<file path="src/verilog/lpc_pkg.sv">
/*
  Package for the low-power state control of a low-power DDR memory die.
  Holds command encodings, state encodings, timing constants and carriers.
  Assumes a single 50 MHz system clock that stands for the memory clock.
*/
package lpc_pkg;

  // Clock period in picoseconds, so that fractional ns figures stay exact.
  localparam int CLK_PERIOD_PS = 20000;

  // Timing figures in their own units, with derived cycle counts.
  localparam int SELF_REFRESH_EXIT_DELAY_NS = 120;
  localparam int REFRESH_CYCLE_TIME_NS      = 75;
  localparam int INPUT_SETUP_TIME_PS        = 1500;
  localparam int MIN_LOW_PULSE_CYCLES       = 2;
  localparam int INTERNAL_REFRESH_NS        = 75;
  localparam int AVG_REFRESH_INTERVAL_NS    = 7800;
  localparam int REFRESH_ROWS               = 8192;
  localparam int REFRESH_WINDOW_MS          = 64;
  localparam int MAX_POSTED_REFRESH         = 8;

  // Least times round up to whole cycles.
  localparam int SRX_CYC =
    (SELF_REFRESH_EXIT_DELAY_NS * 1000 + CLK_PERIOD_PS - 1) / CLK_PERIOD_PS;
  localparam int RFC_CYC =
    (REFRESH_CYCLE_TIME_NS * 1000 + CLK_PERIOD_PS - 1) / CLK_PERIOD_PS;
  localparam int XP_CYC =
    (CLK_PERIOD_PS + INPUT_SETUP_TIME_PS + CLK_PERIOD_PS - 1) / CLK_PERIOD_PS;
  localparam int IREF_CYC =
    (INTERNAL_REFRESH_NS * 1000 + CLK_PERIOD_PS - 1) / CLK_PERIOD_PS;
  // Internal self refresh timer reload value, one cycle less than its period (longest time rounds down).
  localparam int REFI_CYC = (AVG_REFRESH_INTERVAL_NS * 1000) / CLK_PERIOD_PS;

  localparam int CNT_W = 16;
  localparam logic [CNT_W-1:0] CNT_ZERO = 16'h0000;

  // Command pins, active-low chip select and strobes.
  typedef struct packed {
    logic csN;
    logic rasN;
    logic casN;
    logic weN;
  } lpc_cmd_t;

  localparam logic [3:0] CMD_NOP       = 4'h7;
  localparam logic [3:0] CMD_REFRESH   = 4'h1;
  localparam logic [3:0] CMD_BURST_END = 4'h6;

  // Device power state.
  typedef enum logic [2:0] {
    ST_NORMAL  = 3'b000,
    ST_PDOWN   = 3'b001,
    ST_SELFREF = 3'b010,
    ST_DEEPPD  = 3'b011,
    ST_EXITWT  = 3'b100
  } lpc_state_t;

  // Status carried to the datapath of the die.
  typedef struct packed {
    logic bufEnable;
    logic intClkEnable;
    logic pumpsOn;
    logic dataLost;
    logic activePd;
    logic illegal;
  } lpc_status_t;

endpackage : lpc_pkg

</file>
<file path="src/verilog/lpc_power_ctrl.sv">
/*
  Low-power state control of a low-power DDR die: self refresh, power-down,
  deep power-down, exit delays and the internal self refresh timer.
  Assumes clk_sys is the memory clock and pins come from the controller.
*/
`timescale 1ns/1ns
`default_nettype none
module lpc_power_ctrl
  import lpc_pkg::*;
#(
  parameter int REFI_CYCLES = REFI_CYC
) (
  input  wire logic        clk_sys,
  input  wire logic        rst,
  input  wire logic        ckePin,
  input  wire lpc_cmd_t    cmdPin,
  input  wire logic        allBanksIdle,
  input  wire logic        accessBusy,
  output var  lpc_status_t status,
  output var  lpc_state_t  powerState,
  output var  logic        intRefreshPulse,
  output var  logic        cmdAccept
);

  logic       cke;
  logic [3:0] cmdSync;
  logic       ckePrev_q, ckePrev_d;
  lpc_state_t state_q, state_d;
  logic [CNT_W-1:0] exitCnt_q, exitCnt_d;
  logic [CNT_W-1:0] refCnt_q, refCnt_d;
  logic       refPulse_d;
  logic       accept_d;
  lpc_status_t status_d;
  logic [3:0] cmdNow;
  logic       isNop;

  // Pin levels are foreign to this clock, so every pin is synchronised.
  lpc_sync uCke (.clk_sys(clk_sys), .rst(rst), .pinIn(ckePin),
                 .syncOut(cke));
  genvar gi;
  generate
    for (gi = 0; gi < 4; gi++) begin : gCmd
      lpc_sync uCmd (.clk_sys(clk_sys), .rst(rst), .pinIn(cmdPin[gi]),
                     .syncOut(cmdSync[gi]));
    end
  endgenerate
  assign cmdNow   = cmdSync;
  // Deselect (chip select high) counts as a NOP.
  assign isNop = cmdNow[3] || (cmdNow == CMD_NOP);

  // Next-state logic of the power state machine and its counters.
  always_comb begin
    state_d    = state_q;
    ckePrev_d  = cke;
    exitCnt_d  = (exitCnt_q != CNT_ZERO) ? exitCnt_q - 16'h0001 : CNT_ZERO;
    refCnt_d   = refCnt_q;
    refPulse_d = 1'b0;
    accept_d   = 1'b0;
    status_d   = status;
    status_d.illegal = 1'b0;
    case (state_q)
      ST_NORMAL: begin
        status_d.bufEnable    = 1'b1;
        status_d.intClkEnable = 1'b1;
        accept_d = ckePrev_q && cke && !isNop;
        if (ckePrev_q && !cke) begin
          if (!cmdNow[3] && cmdNow == CMD_REFRESH && allBanksIdle) begin
            state_d    = ST_SELFREF;
            refPulse_d = 1'b1;
            refCnt_d   = CNT_W'(REFI_CYCLES);
            status_d.intClkEnable = 1'b0;
            status_d.bufEnable    = 1'b0;
          end else if (!cmdNow[3] && cmdNow == CMD_BURST_END
                       && allBanksIdle) begin
            state_d = ST_DEEPPD;
            status_d.pumpsOn   = 1'b0;
            status_d.dataLost  = 1'b1;
            status_d.bufEnable = 1'b0;
          end else if (isNop && !accessBusy) begin
            state_d = ST_PDOWN;
            status_d.activePd  = !allBanksIdle;
            status_d.bufEnable = 1'b0;
          end else begin
            status_d.illegal = 1'b1;
          end
        end else if (!ckePrev_q && !cke) begin
          status_d.illegal = 1'b1;
        end
      end
      ST_PDOWN: begin
        // Inputs other than clock-enable are ignored while it stays low; exit needs a NOP.
        if (cke) begin
          if (isNop) begin
            state_d   = ST_EXITWT;
            exitCnt_d = CNT_W'(XP_CYC);
            status_d.bufEnable = 1'b1;
            status_d.activePd  = 1'b0;
          end else begin
            status_d.illegal = 1'b1;
          end
        end
      end
      ST_SELFREF: begin
        // Internal timer keeps refreshing, counting clk_sys cycles.
        if (refCnt_q == CNT_ZERO) begin
          refPulse_d = 1'b1;
          refCnt_d   = CNT_W'(REFI_CYCLES);
        end else begin
          refCnt_d = refCnt_q - 16'h0001;
        end
        if (cke) begin
          if (isNop) begin
            state_d   = ST_EXITWT;
            exitCnt_d = CNT_W'(SRX_CYC);
            status_d.intClkEnable = 1'b1;
            status_d.bufEnable    = 1'b1;
          end else begin
            status_d.illegal = 1'b1;
          end
        end
      end
      ST_DEEPPD: begin
        // Exit needs only the enable level, any command is accepted.
        if (cke) begin
          state_d = ST_NORMAL;
          status_d.pumpsOn   = 1'b1;
          status_d.bufEnable = 1'b1;
        end
      end
      ST_EXITWT: begin
        if (!isNop) begin
          status_d.illegal = 1'b1;
        end
        if (exitCnt_q <= 16'h0001) begin
          state_d = ST_NORMAL;
        end
      end
      default: begin
        state_d = ST_NORMAL;
      end
    endcase
  end

  // Registers only; reset brings the die to normal, data valid.
  always_ff @(posedge clk_sys) begin
    if (rst) begin
      state_q         <= ST_NORMAL;
      ckePrev_q       <= 1'b0;
      exitCnt_q       <= CNT_ZERO;
      refCnt_q        <= CNT_ZERO;
      intRefreshPulse <= 1'b0;
      cmdAccept       <= 1'b0;
      powerState      <= ST_NORMAL;
      status          <= '{bufEnable: 1'b1, intClkEnable: 1'b1,
                           pumpsOn: 1'b1, dataLost: 1'b0,
                           activePd: 1'b0, illegal: 1'b0};
    end else begin
      state_q         <= state_d;
      ckePrev_q       <= ckePrev_d;
      exitCnt_q       <= exitCnt_d;
      refCnt_q        <= refCnt_d;
      intRefreshPulse <= refPulse_d;
      cmdAccept       <= accept_d;
      powerState      <= state_d;
      status          <= status_d;
    end
  end

  // Checks on the state machine against its causes.
  srEntry_a: assert property (@(posedge clk_sys) disable iff (rst)
    (state_q == ST_NORMAL && ckePrev_q && !cke && cmdNow == CMD_REFRESH
     && allBanksIdle) |=> state_q == ST_SELFREF && intRefreshPulse)
    else $error("self refresh entry missed");
  srClockOff_a: assert property (@(posedge clk_sys) disable iff (rst)
    state_q == ST_SELFREF |-> !status.intClkEnable)
    else $error("clock not gated in self refresh");
  srHold_a: assert property (@(posedge clk_sys) disable iff (rst)
    (state_q == ST_SELFREF && !cke) |=> state_q == ST_SELFREF)
    else $error("self refresh left with enable low");
  srExit_a: assert property (@(posedge clk_sys) disable iff (rst)
    (state_q == ST_SELFREF && cke && isNop) |=>
      state_q == ST_EXITWT ##6 state_q == ST_NORMAL)
    else $error("self refresh exit delay wrong");
  pdKind_a: assert property (@(posedge clk_sys) disable iff (rst)
    (state_q == ST_NORMAL && ckePrev_q && !cke && isNop && !accessBusy
     && !allBanksIdle) |=> state_q == ST_PDOWN && status.activePd)
    else $error("active power-down not flagged");
  pdBuf_a: assert property (@(posedge clk_sys) disable iff (rst)
    state_q == ST_PDOWN |-> !status.bufEnable)
    else $error("buffers on in power-down");
  pdExit_a: assert property (@(posedge clk_sys) disable iff (rst)
    (state_q == ST_PDOWN && cke && isNop) |=>
      state_q == ST_EXITWT ##2 state_q == ST_NORMAL)
    else $error("power-down exit timing wrong");
  dpdEntry_a: assert property (@(posedge clk_sys) disable iff (rst)
    (state_q == ST_NORMAL && ckePrev_q && !cke && cmdNow == CMD_BURST_END
     && allBanksIdle) |=> status.dataLost && !status.pumpsOn)
    else $error("deep power-down entry wrong");
  dpdExit_a: assert property (@(posedge clk_sys) disable iff (rst)
    (state_q == ST_DEEPPD && cke) |=> state_q == ST_NORMAL)
    else $error("deep power-down exit missed");
  exitNop_a: assert property (@(posedge clk_sys) disable iff (rst)
    (state_q == ST_EXITWT && !isNop) |=> status.illegal)
    else $error("command in exit delay not flagged");

  srCov: cover property (@(posedge clk_sys) state_q == ST_SELFREF);
  pdCov: cover property (@(posedge clk_sys) state_q == ST_PDOWN);
  dpdCov: cover property (@(posedge clk_sys) state_q == ST_DEEPPD);
  exCov: cover property (@(posedge clk_sys)
    state_q == ST_EXITWT ##1 state_q == ST_NORMAL);

endmodule : lpc_power_ctrl
`default_nettype wire

</file>
<file path="src/verilog/lpc_sync.sv">
/*
  Two-flop synchroniser for one pin level.
  Assumes the pin is asynchronous to clk_sys; the first flop feeds only
  the second. Both flops reset high, the idle level of clock-enable and of
  a deselected command bus.
*/
`timescale 1ns/1ns
`default_nettype none
module lpc_sync (
  input  wire logic clk_sys,
  input  wire logic rst,
  input  wire logic pinIn,
  output var  logic syncOut
);
  logic meta_q;

  // Plain two-stage chain; nothing reads the first stage but the second.
  // Resetting high avoids a false low-low enable sample right after reset.
  always_ff @(posedge clk_sys) begin
    if (rst) begin
      meta_q  <= 1'b1;
      syncOut <= 1'b1;
    end else begin
      meta_q  <= pinIn;
      syncOut <= meta_q;
    end
  end
endmodule : lpc_sync
`default_nettype wire
</file>
<file path="config.mk">
export PLATFORM = sky130hd
export DESIGN_NAME = lpc_power_ctrl
export DESIGN_NICKNAME = d
export VERILOG_FILES = /design/src/verilog/lpc_pkg.sv /design/src/verilog/lpc_power_ctrl.sv /design/src/verilog/lpc_sync.sv
export SDC_FILE = /design/constraint.sdc
export NUM_CORES = 1
export LEC_CHECK = 0
export ABC_AREA = 1
export BUFFER_PORTS_ARGS = -buffer_cell sky130_fd_sc_hd__buf_2
export CAP_MARGIN = 30
export CELL_PAD_IN_SITES_DETAIL_PLACEMENT = 1
export CELL_PAD_IN_SITES_GLOBAL_PLACEMENT = 1
export CORE_MARGIN = 2
export CORE_UTILIZATION = 30
export CTS_CLUSTER_DIAMETER = 200
export DETAILED_ROUTE_END_ITERATION = 7
export PLACE_DENSITY_LB_ADDON = 0.12
export SLEW_MARGIN = 10
export SYNTH_ARGS = -nofsm -noshare
export SYNTH_HDL_FRONTEND = slang
export SYNTH_SLANG_ARGS = --single-unit
export TNS_END_PERCENT = 10
</file>
<file path="constraint.sdc">
create_clock -name clk_sys -period 1.5 [get_ports clk_sys]
set_input_delay 0.225 -clock clk_sys [delete_from_list [all_inputs] [get_ports clk_sys]]
set_output_delay 0.225 -clock clk_sys [all_outputs]
set_load 0.005 [all_outputs]
</file>
======== Word-level counts from Yosys, hierarchy flattened ========
Index checks and enable logic that the tools add are counted.
word-level totals
  register bits after elaboration ......... 54
  input bits .............................. 9
  output and inout port bits .............. 11
  logic and storage cells ................. 129
cells by class
  add/subtract/negate cells ............... 2
  magnitude comparators ................... 1
  equality and inequality tests ........... 22
  muxes and demuxes ....................... 48
  bitwise gates (word level) .............. 2
  reductions and logical operators ........ 32
operators by type and width
  cell                     number
  $mux W16                 8
  $pmux W16 S2             2
  $sub A16 B1 Y16 const B  2
  $mux W3                  8
  $ne A2 B2 Y1 const B     9
  $le A16 B1 Y1 const B    1
  $logic_not A16 Y1        1
  $mux W1                  16
  $reduce_bool A16 Y1      1
  $pmux W3 S4              1
  $reduce_and A6 Y1        2
  $mux W2                  5
  $ne A2 B1 Y1 const B     5
  $logic_and A1 B1 Y1      9
  $eq A4 B3 Y1 const B     2
  $pmux W1 S2              4
  $pmux W1 S4              2
  $reduce_and A7 Y1        1
  $eq A3 B2 Y1 const B     2
  $logic_not A1 Y1         6
  $reduce_and A3 Y1        2
  $reduce_bool A2 Y1       3
  $mux W5                  1
  $reduce_and A5 Y1        1
  other kinds (11)         13

======== Longest topological paths before layout ========
  depth in word-level cells ............... 8
  depth in mapped cells ................... 11
  depth with buffers taken out ............ 11

======== By module ========
Synthesis repeated with hierarchy kept, for this count alone.
second synthesis, totals
  cell total of the unflattened synthesis .. 414
  area total of the unflattened synthesis .. 2860.2 sq um
modules (own cells, without submodules)
  module          times used  cells an instance  area an instance (sq um)
  lpc_power_ctrl  1           379                2566.2
  lpc_sync        5           7                  58.8

======== Least setup slack after synthesis ========
No wires, ideal clock.
  path kind ............................... reg-to-reg
  from .................................... reg state_q[0]
  to ...................................... reg refCnt_q[5]
  data arrival time ....................... 1.220 ns
  required time ........................... 1.383 ns
  path slack .............................. 0.164 ns
  cell stages (with the launch flop) ...... 8
  cell sequence ........................... dfxtp_1 > nor2_4 > nand2_2 > o21ai_4 > buf_6 > nand2_1 > nor2_1 > nor3_2
between the ends
  word-level cells in the longest chain between the ends .. 3
  elaborated cells between the ends (all ways) .. 7
RTL lines
  element                                                                     line                   RTL
  start, declared                                                             lpc_power_ctrl.sv:28   lpc_state_t state_q, state_d;
  start signal, assigned                                                      lpc_power_ctrl.sv:158  state_q <= state_d;
  $logic_not A3 Y1 / $eq A3 B2 Y1 (equally long branches)                     lpc_power_ctrl.sv:61   case (state_q)
  $ne A2 B2 Y1 (no source line) / $reduce_bool A2 Y1 (equally long branches)  --
  $reduce_and A3 Y1 (no source line)                                          --
  end signal, assigned                                                        lpc_power_ctrl.sv:161  refCnt_q <= refCnt_d;
  end, declared                                                               lpc_power_ctrl.sv:30   logic [CNT_W-1:0] refCnt_q, refCnt_d;
Parallel ways exist; a longest one is shown, timed or not.
A chain may end at the register's enable or synchronous reset.

======== Worst setup path after layout ========
  from .................................... reg refCnt_q[8]
  to ...................................... reg refCnt_q[5]
between the ends
  word-level cells in the longest chain between the ends .. 3
RTL lines
  element            line                   RTL
  $logic_not A16 Y1  lpc_power_ctrl.sv:105  if (refCnt_q == CNT_ZERO) begin
  $mux W16           lpc_power_ctrl.sv:105
  $pmux W16 S2       lpc_power_ctrl.sv:61
Every way passes these cells.

==> results by stage <==
Detailed routing:
- Dividing the detail-routed via count by the number of cells gives 4.66.
- The total length of routed wires is 7360 µm.
- The number of nets still failing antenna checks after routing is 0.
- The first routing iteration left between 50 and 60 violations.
- The detailed router placed between 2000 and 3000 vias in this run.
- In the routed design, unresolved DRC markers number 0.
- The first-pass detailed-route iteration total is 4.
- After detailed routing, the average wire length per cell comes to 13.3 µm.

Global route:
- The total grt overflow is 0.
- Entering global routing, the biggest net connects 17 pins.
- The number of global-route vias before repair is 2604.
- The global-route usage over all layers is 15.4%.
- The first global-routing pass estimated approximately 12000 µm of wire.
- The number of antenna violations at the first check in global routing came to 0.

CTS:
- The clock passes through at most 2 buffers.
- The clock net in this run drives a total of 54 sinks.
- Buffers inserted during clock tree synthesis total 5.
- The clock insertion delay at the later pin of the skew report is 310 ps.
- The number of H-tree levels is 2.
- The clock input transition at the sequential cells of the worst setup and hold paths is 110 ps.
- The root buffer cell chosen for the clock tree is sky130_fd_sc_hd__clkbuf_8.
- The TritonCTS clock tree is built.

Die:
- Pin placement for this block handled 20 I/O pins.
- The area of the core is 9110 µm².
- The vertical die dimension is 100 µm.
- After floorplanning, the core was divided into 35 placement rows.
- The die area is ~10000 µm².
- The initial utilization of the core area, before any placement, comes to 30.6%.
- The die is 100 µm wide.

Setup path:
- Data on the critical path is required at its endpoint by between 1500 and 2000 ps.
- Walking the worst path, the cells encountered are nor2_2 > nand2_1 > nor2_1 > nand2_1 > nand2_2 > nand2_1 > nand2_1 > nor3_2.
- The most numerous cell type found on the critical path is sky130_fd_sc_hd__nand2_1.
- The category of the most critical setup path is register to register.
- The critical path data arrival time is roughly 1600 ps.
- The depth of the most critical reg-to-reg path is 8.
- The critical path crosses 8 cells after its start point.
- The number of buffer and inverter instances along the worst setup path is 0.
- The largest individual stage delay along the critical path comes from the cell sky130_fd_sc_hd__dfxtp_1.
- Along the worst path, the maximum fanout reaches 4.
- The category of cells accounting for the largest share of critical-path delay is simple AND/OR/NAND/NOR gates.
- STA classifies the critical path startpoint as a register.
- The worst setup path is captured at a register.
- For this run, the slowest stage of the critical path takes 350 ps.

Layout:
- The antenna diode count is 0.
- After routing the design area is between 3000 and 4000 µm².
- Cells with a size suffix above 1 make up 35.4% of the layout.
- The final net count is 454.
- The multi-input combinational cells in the finished layout cover a total of between 1500 and 2000 µm².
- The footprint of the flip-flops and latches is 1100 µm².
- Counting the fill cells in the layout gives 1171.
- The area growth from synthesis to layout is 25.0%.

Power:
- The part of the total power dissipated in the clock network is a little under an eighth.
- The static leakage power is 0.00159 µW.
- The internal power component is approximately 4500 µW.
- The worst-case IR drop observed on VDD is around 0.00070 V.
- The share of power burned in registers is 25.5%.
- The net switching power figure is 4100 µW.
- The fraction of power spent switching nets is 47.7%.
- The power density over cell area is between 2000 and 2500 nW/µm².
- The fraction of power consumed by combinational cells is 62.9%.

Logic synthesis:
- The Yosys step of the flow raised 0 warnings.
- The netlist area before placement is 2790 µm².
- The register bit count reported by yosys is 54.
- The count of cell types in the netlist is 31.
- Averaged over all synthesized cells, the footprint is 7.13 µm².
- For this run, the register share of the synthesized area comes to 38.8%.
- Synthesis handed over a netlist of approximately 390 instances.
- The number of nets in the synthesized netlist is 405.

Placement:
- The instance area at placement is 3170 µm².
- The post-placement worst setup slack is -28.2 ps.
- The last weighted congestion value of the routability-driven placer is 0.765.
- The number of buffer cells added on primary ports is 19.
- The post-detailed-placement half-perimeter wirelength is 5650 µm.

Timing:
- For the pin with the worst max-slew slack, the measured transition is 431 ps.
- The share of the clock period used by the worst path is 94.2%.
- The clock arrives with 9.70 ps of skew.
- The count of endpoints failing hold in the final timing report is 0.
- The final critical delay including setup and external delays is 1410 ps.
- The final count of pins violating max slew came to 0.
- Derived from the worst setup path, the maximum achievable clock frequency is 708 MHz.
- Once routing completed, OpenROAD measured the worst setup slack at between 80 and 90 ps.
- Setup repair after global routing could not meet its margin everywhere.
- The normalized max-slew margin is 71.2%.
- The setup-violating endpoint count in the final report is 0.

Flow run:
- Across the run, the number of max-cap violations was 0.

Worst hold path:
- The class of the tightest hold or removal check is input pin to register.
- The worst hold path passes through 2 cells.

Status:
- The run finished with clean final reports.
==> synthesized netlist by cell type <==
master,number,area (µm²)
sky130_fd_sc_hd__nor3_1,12,60.1
sky130_fd_sc_hd__clkbuf_1,2,7.51
sky130_fd_sc_hd__inv_1,43,161
sky130_fd_sc_hd__nand2_1,86,323
sky130_fd_sc_hd__o21ai_4,1,16.3
sky130_fd_sc_hd__xnor2_1,4,35.0
sky130_fd_sc_hd__nand2_2,8,50.1
sky130_fd_sc_hd__or2_2,11,68.8
sky130_fd_sc_hd__inv_2,5,18.8
sky130_fd_sc_hd__o21bai_1,1,7.51
sky130_fd_sc_hd__o21ai_0,5,25.0
sky130_fd_sc_hd__a211oi_2,1,12.5
sky130_fd_sc_hd__a21oi_1,25,125
sky130_fd_sc_hd__nor2_2,12,75.1
sky130_fd_sc_hd__ha_1,5,62.6
sky130_fd_sc_hd__dfxtp_1,54,1080
sky130_fd_sc_hd__nand3b_1,2,15.0
sky130_fd_sc_hd__or3_1,1,6.26
sky130_fd_sc_hd__xor2_1,10,87.6
sky130_fd_sc_hd__nor2_1,51,191
sky130_fd_sc_hd__nor3_2,3,30.0
sky130_fd_sc_hd__nor2_4,2,22.5
sky130_fd_sc_hd__nand2_4,1,11.3
sky130_fd_sc_hd__a211oi_1,1,7.51
sky130_fd_sc_hd__a21oi_2,3,26.3
sky130_fd_sc_hd__nand3_1,28,140
sky130_fd_sc_hd__clkinv_2,1,5.00
sky130_fd_sc_hd__nand3_2,4,40.0
sky130_fd_sc_hd__or2_1,1,6.26
sky130_fd_sc_hd__buf_6,4,45.0
sky130_fd_sc_hd__nand4_1,4,25.0
==> final timing paths <==
path         slack (ps)                   end                start
max                  90           refCnt_q[5]          refCnt_q[8]
min                  90   gCmd[0].uCmd.meta_q            cmdPin[0]
max reg2reg          90           refCnt_q[5]          refCnt_q[8]
min reg2reg         420  gCmd[3].uCmd.syncOut  gCmd[3].uCmd.meta_q
==> routing by layer <==
layer,wire length (µm),GRT usage [%],vias to the layer above
met4,52,3.37,0
met1,3640,20.5,1228
met5,0,0,-
met3,118,2.58,5
li1,-,-,1324
met2,3550,26.3,18
==> layout make-up <==
type / instances / area share, %
Timing Repair Buffer: 48 / 9.55
Sequential cell: 54 / 31.4
Multi-Input combinational cell: 282 / 46.3
Inverter: 49 / 5.60
Tap cell: 111 / 3.98
Clock inverter: 3 / 1.15
Clock buffer: 5 / 1.97
==> stage by stage <==
| step | total power [µW] | cells | TNS (ps) | hold slack [ps] | util (%) |
|---|---|---|---|---|---|
| after floorplan | 5610 | 391 | 0 | 309 | - |
| after global placement | 6930 | 540 | -26.9 | 394 | 34.8 |
| after detailed placement | 7050 | 540 | -34.7 | 398 | 34.8 |
| after CTS | 8140 | 548 | 0 | 76.8 | 36.1 |
| after global routing | 9500 | 552 | -176 | 76.5 | 38.3 |
| final | 8600 | 552 | 0 | 89.0 | 38.3 |
==> power by group through the flow <==
stage	sequential [µW]	clock, µW	combinational, µW
after CTS	2140	1040	4950
after global routing	2250	1110	6130
after global placement	2170	0	4760
final	2190	1000	5400
after floorplan	2130	0	3480
after detailed placement	2170	0	4880
==> state kept, by name (all words and copies together) (netlist names) <==
signal and cells:
exitCnt_q 16, refCnt_q 16, status 6, gCmd.uCmd.meta_q 4, gCmd.uCmd.syncOut 4, state_q 3
ckePrev_q 1, cmdAccept 1, intRefreshPulse 1, uCke.meta_q 1, uCke.syncOut 1
==> cell usage in the layout (no fill, tap or decap), types with 14 or more instances in the layout <==
cell and count:
sky130_fd_sc_hd__nand2_1 79, sky130_fd_sc_hd__buf_2 19, sky130_fd_sc_hd__nand2_2 14, sky130_fd_sc_hd__nor2_2 21, sky130_fd_sc_hd__inv_1 37, sky130_fd_sc_hd__dfxtp_1 42
sky130_fd_sc_hd__buf_4 26, sky130_fd_sc_hd__nand3_1 22, sky130_fd_sc_hd__a21oi_1 24, sky130_fd_sc_hd__nor2_1 39
==> logic make-up after synthesis <==
family,after synthesis,share of synthesized area (%)
buffers and inverters,55,8.52
AND/OR/NAND/NOR,226,38.2
adder cells (fa/ha/maj),5,2.24
XOR/XNOR,14,4.40
AO/OA/AOI/OAI,37,7.90
flip-flops,54,38.8
==> timing repair <==
action                                  CTS  global route
gates resized for setup                   3            61
hold buffers                              0             0
setup buffers                             0             4
gates cloned                              0             0
endpoints found under the setup margin    6            31
pin swaps                                 0             9
(Power assumes the default switching activity.)
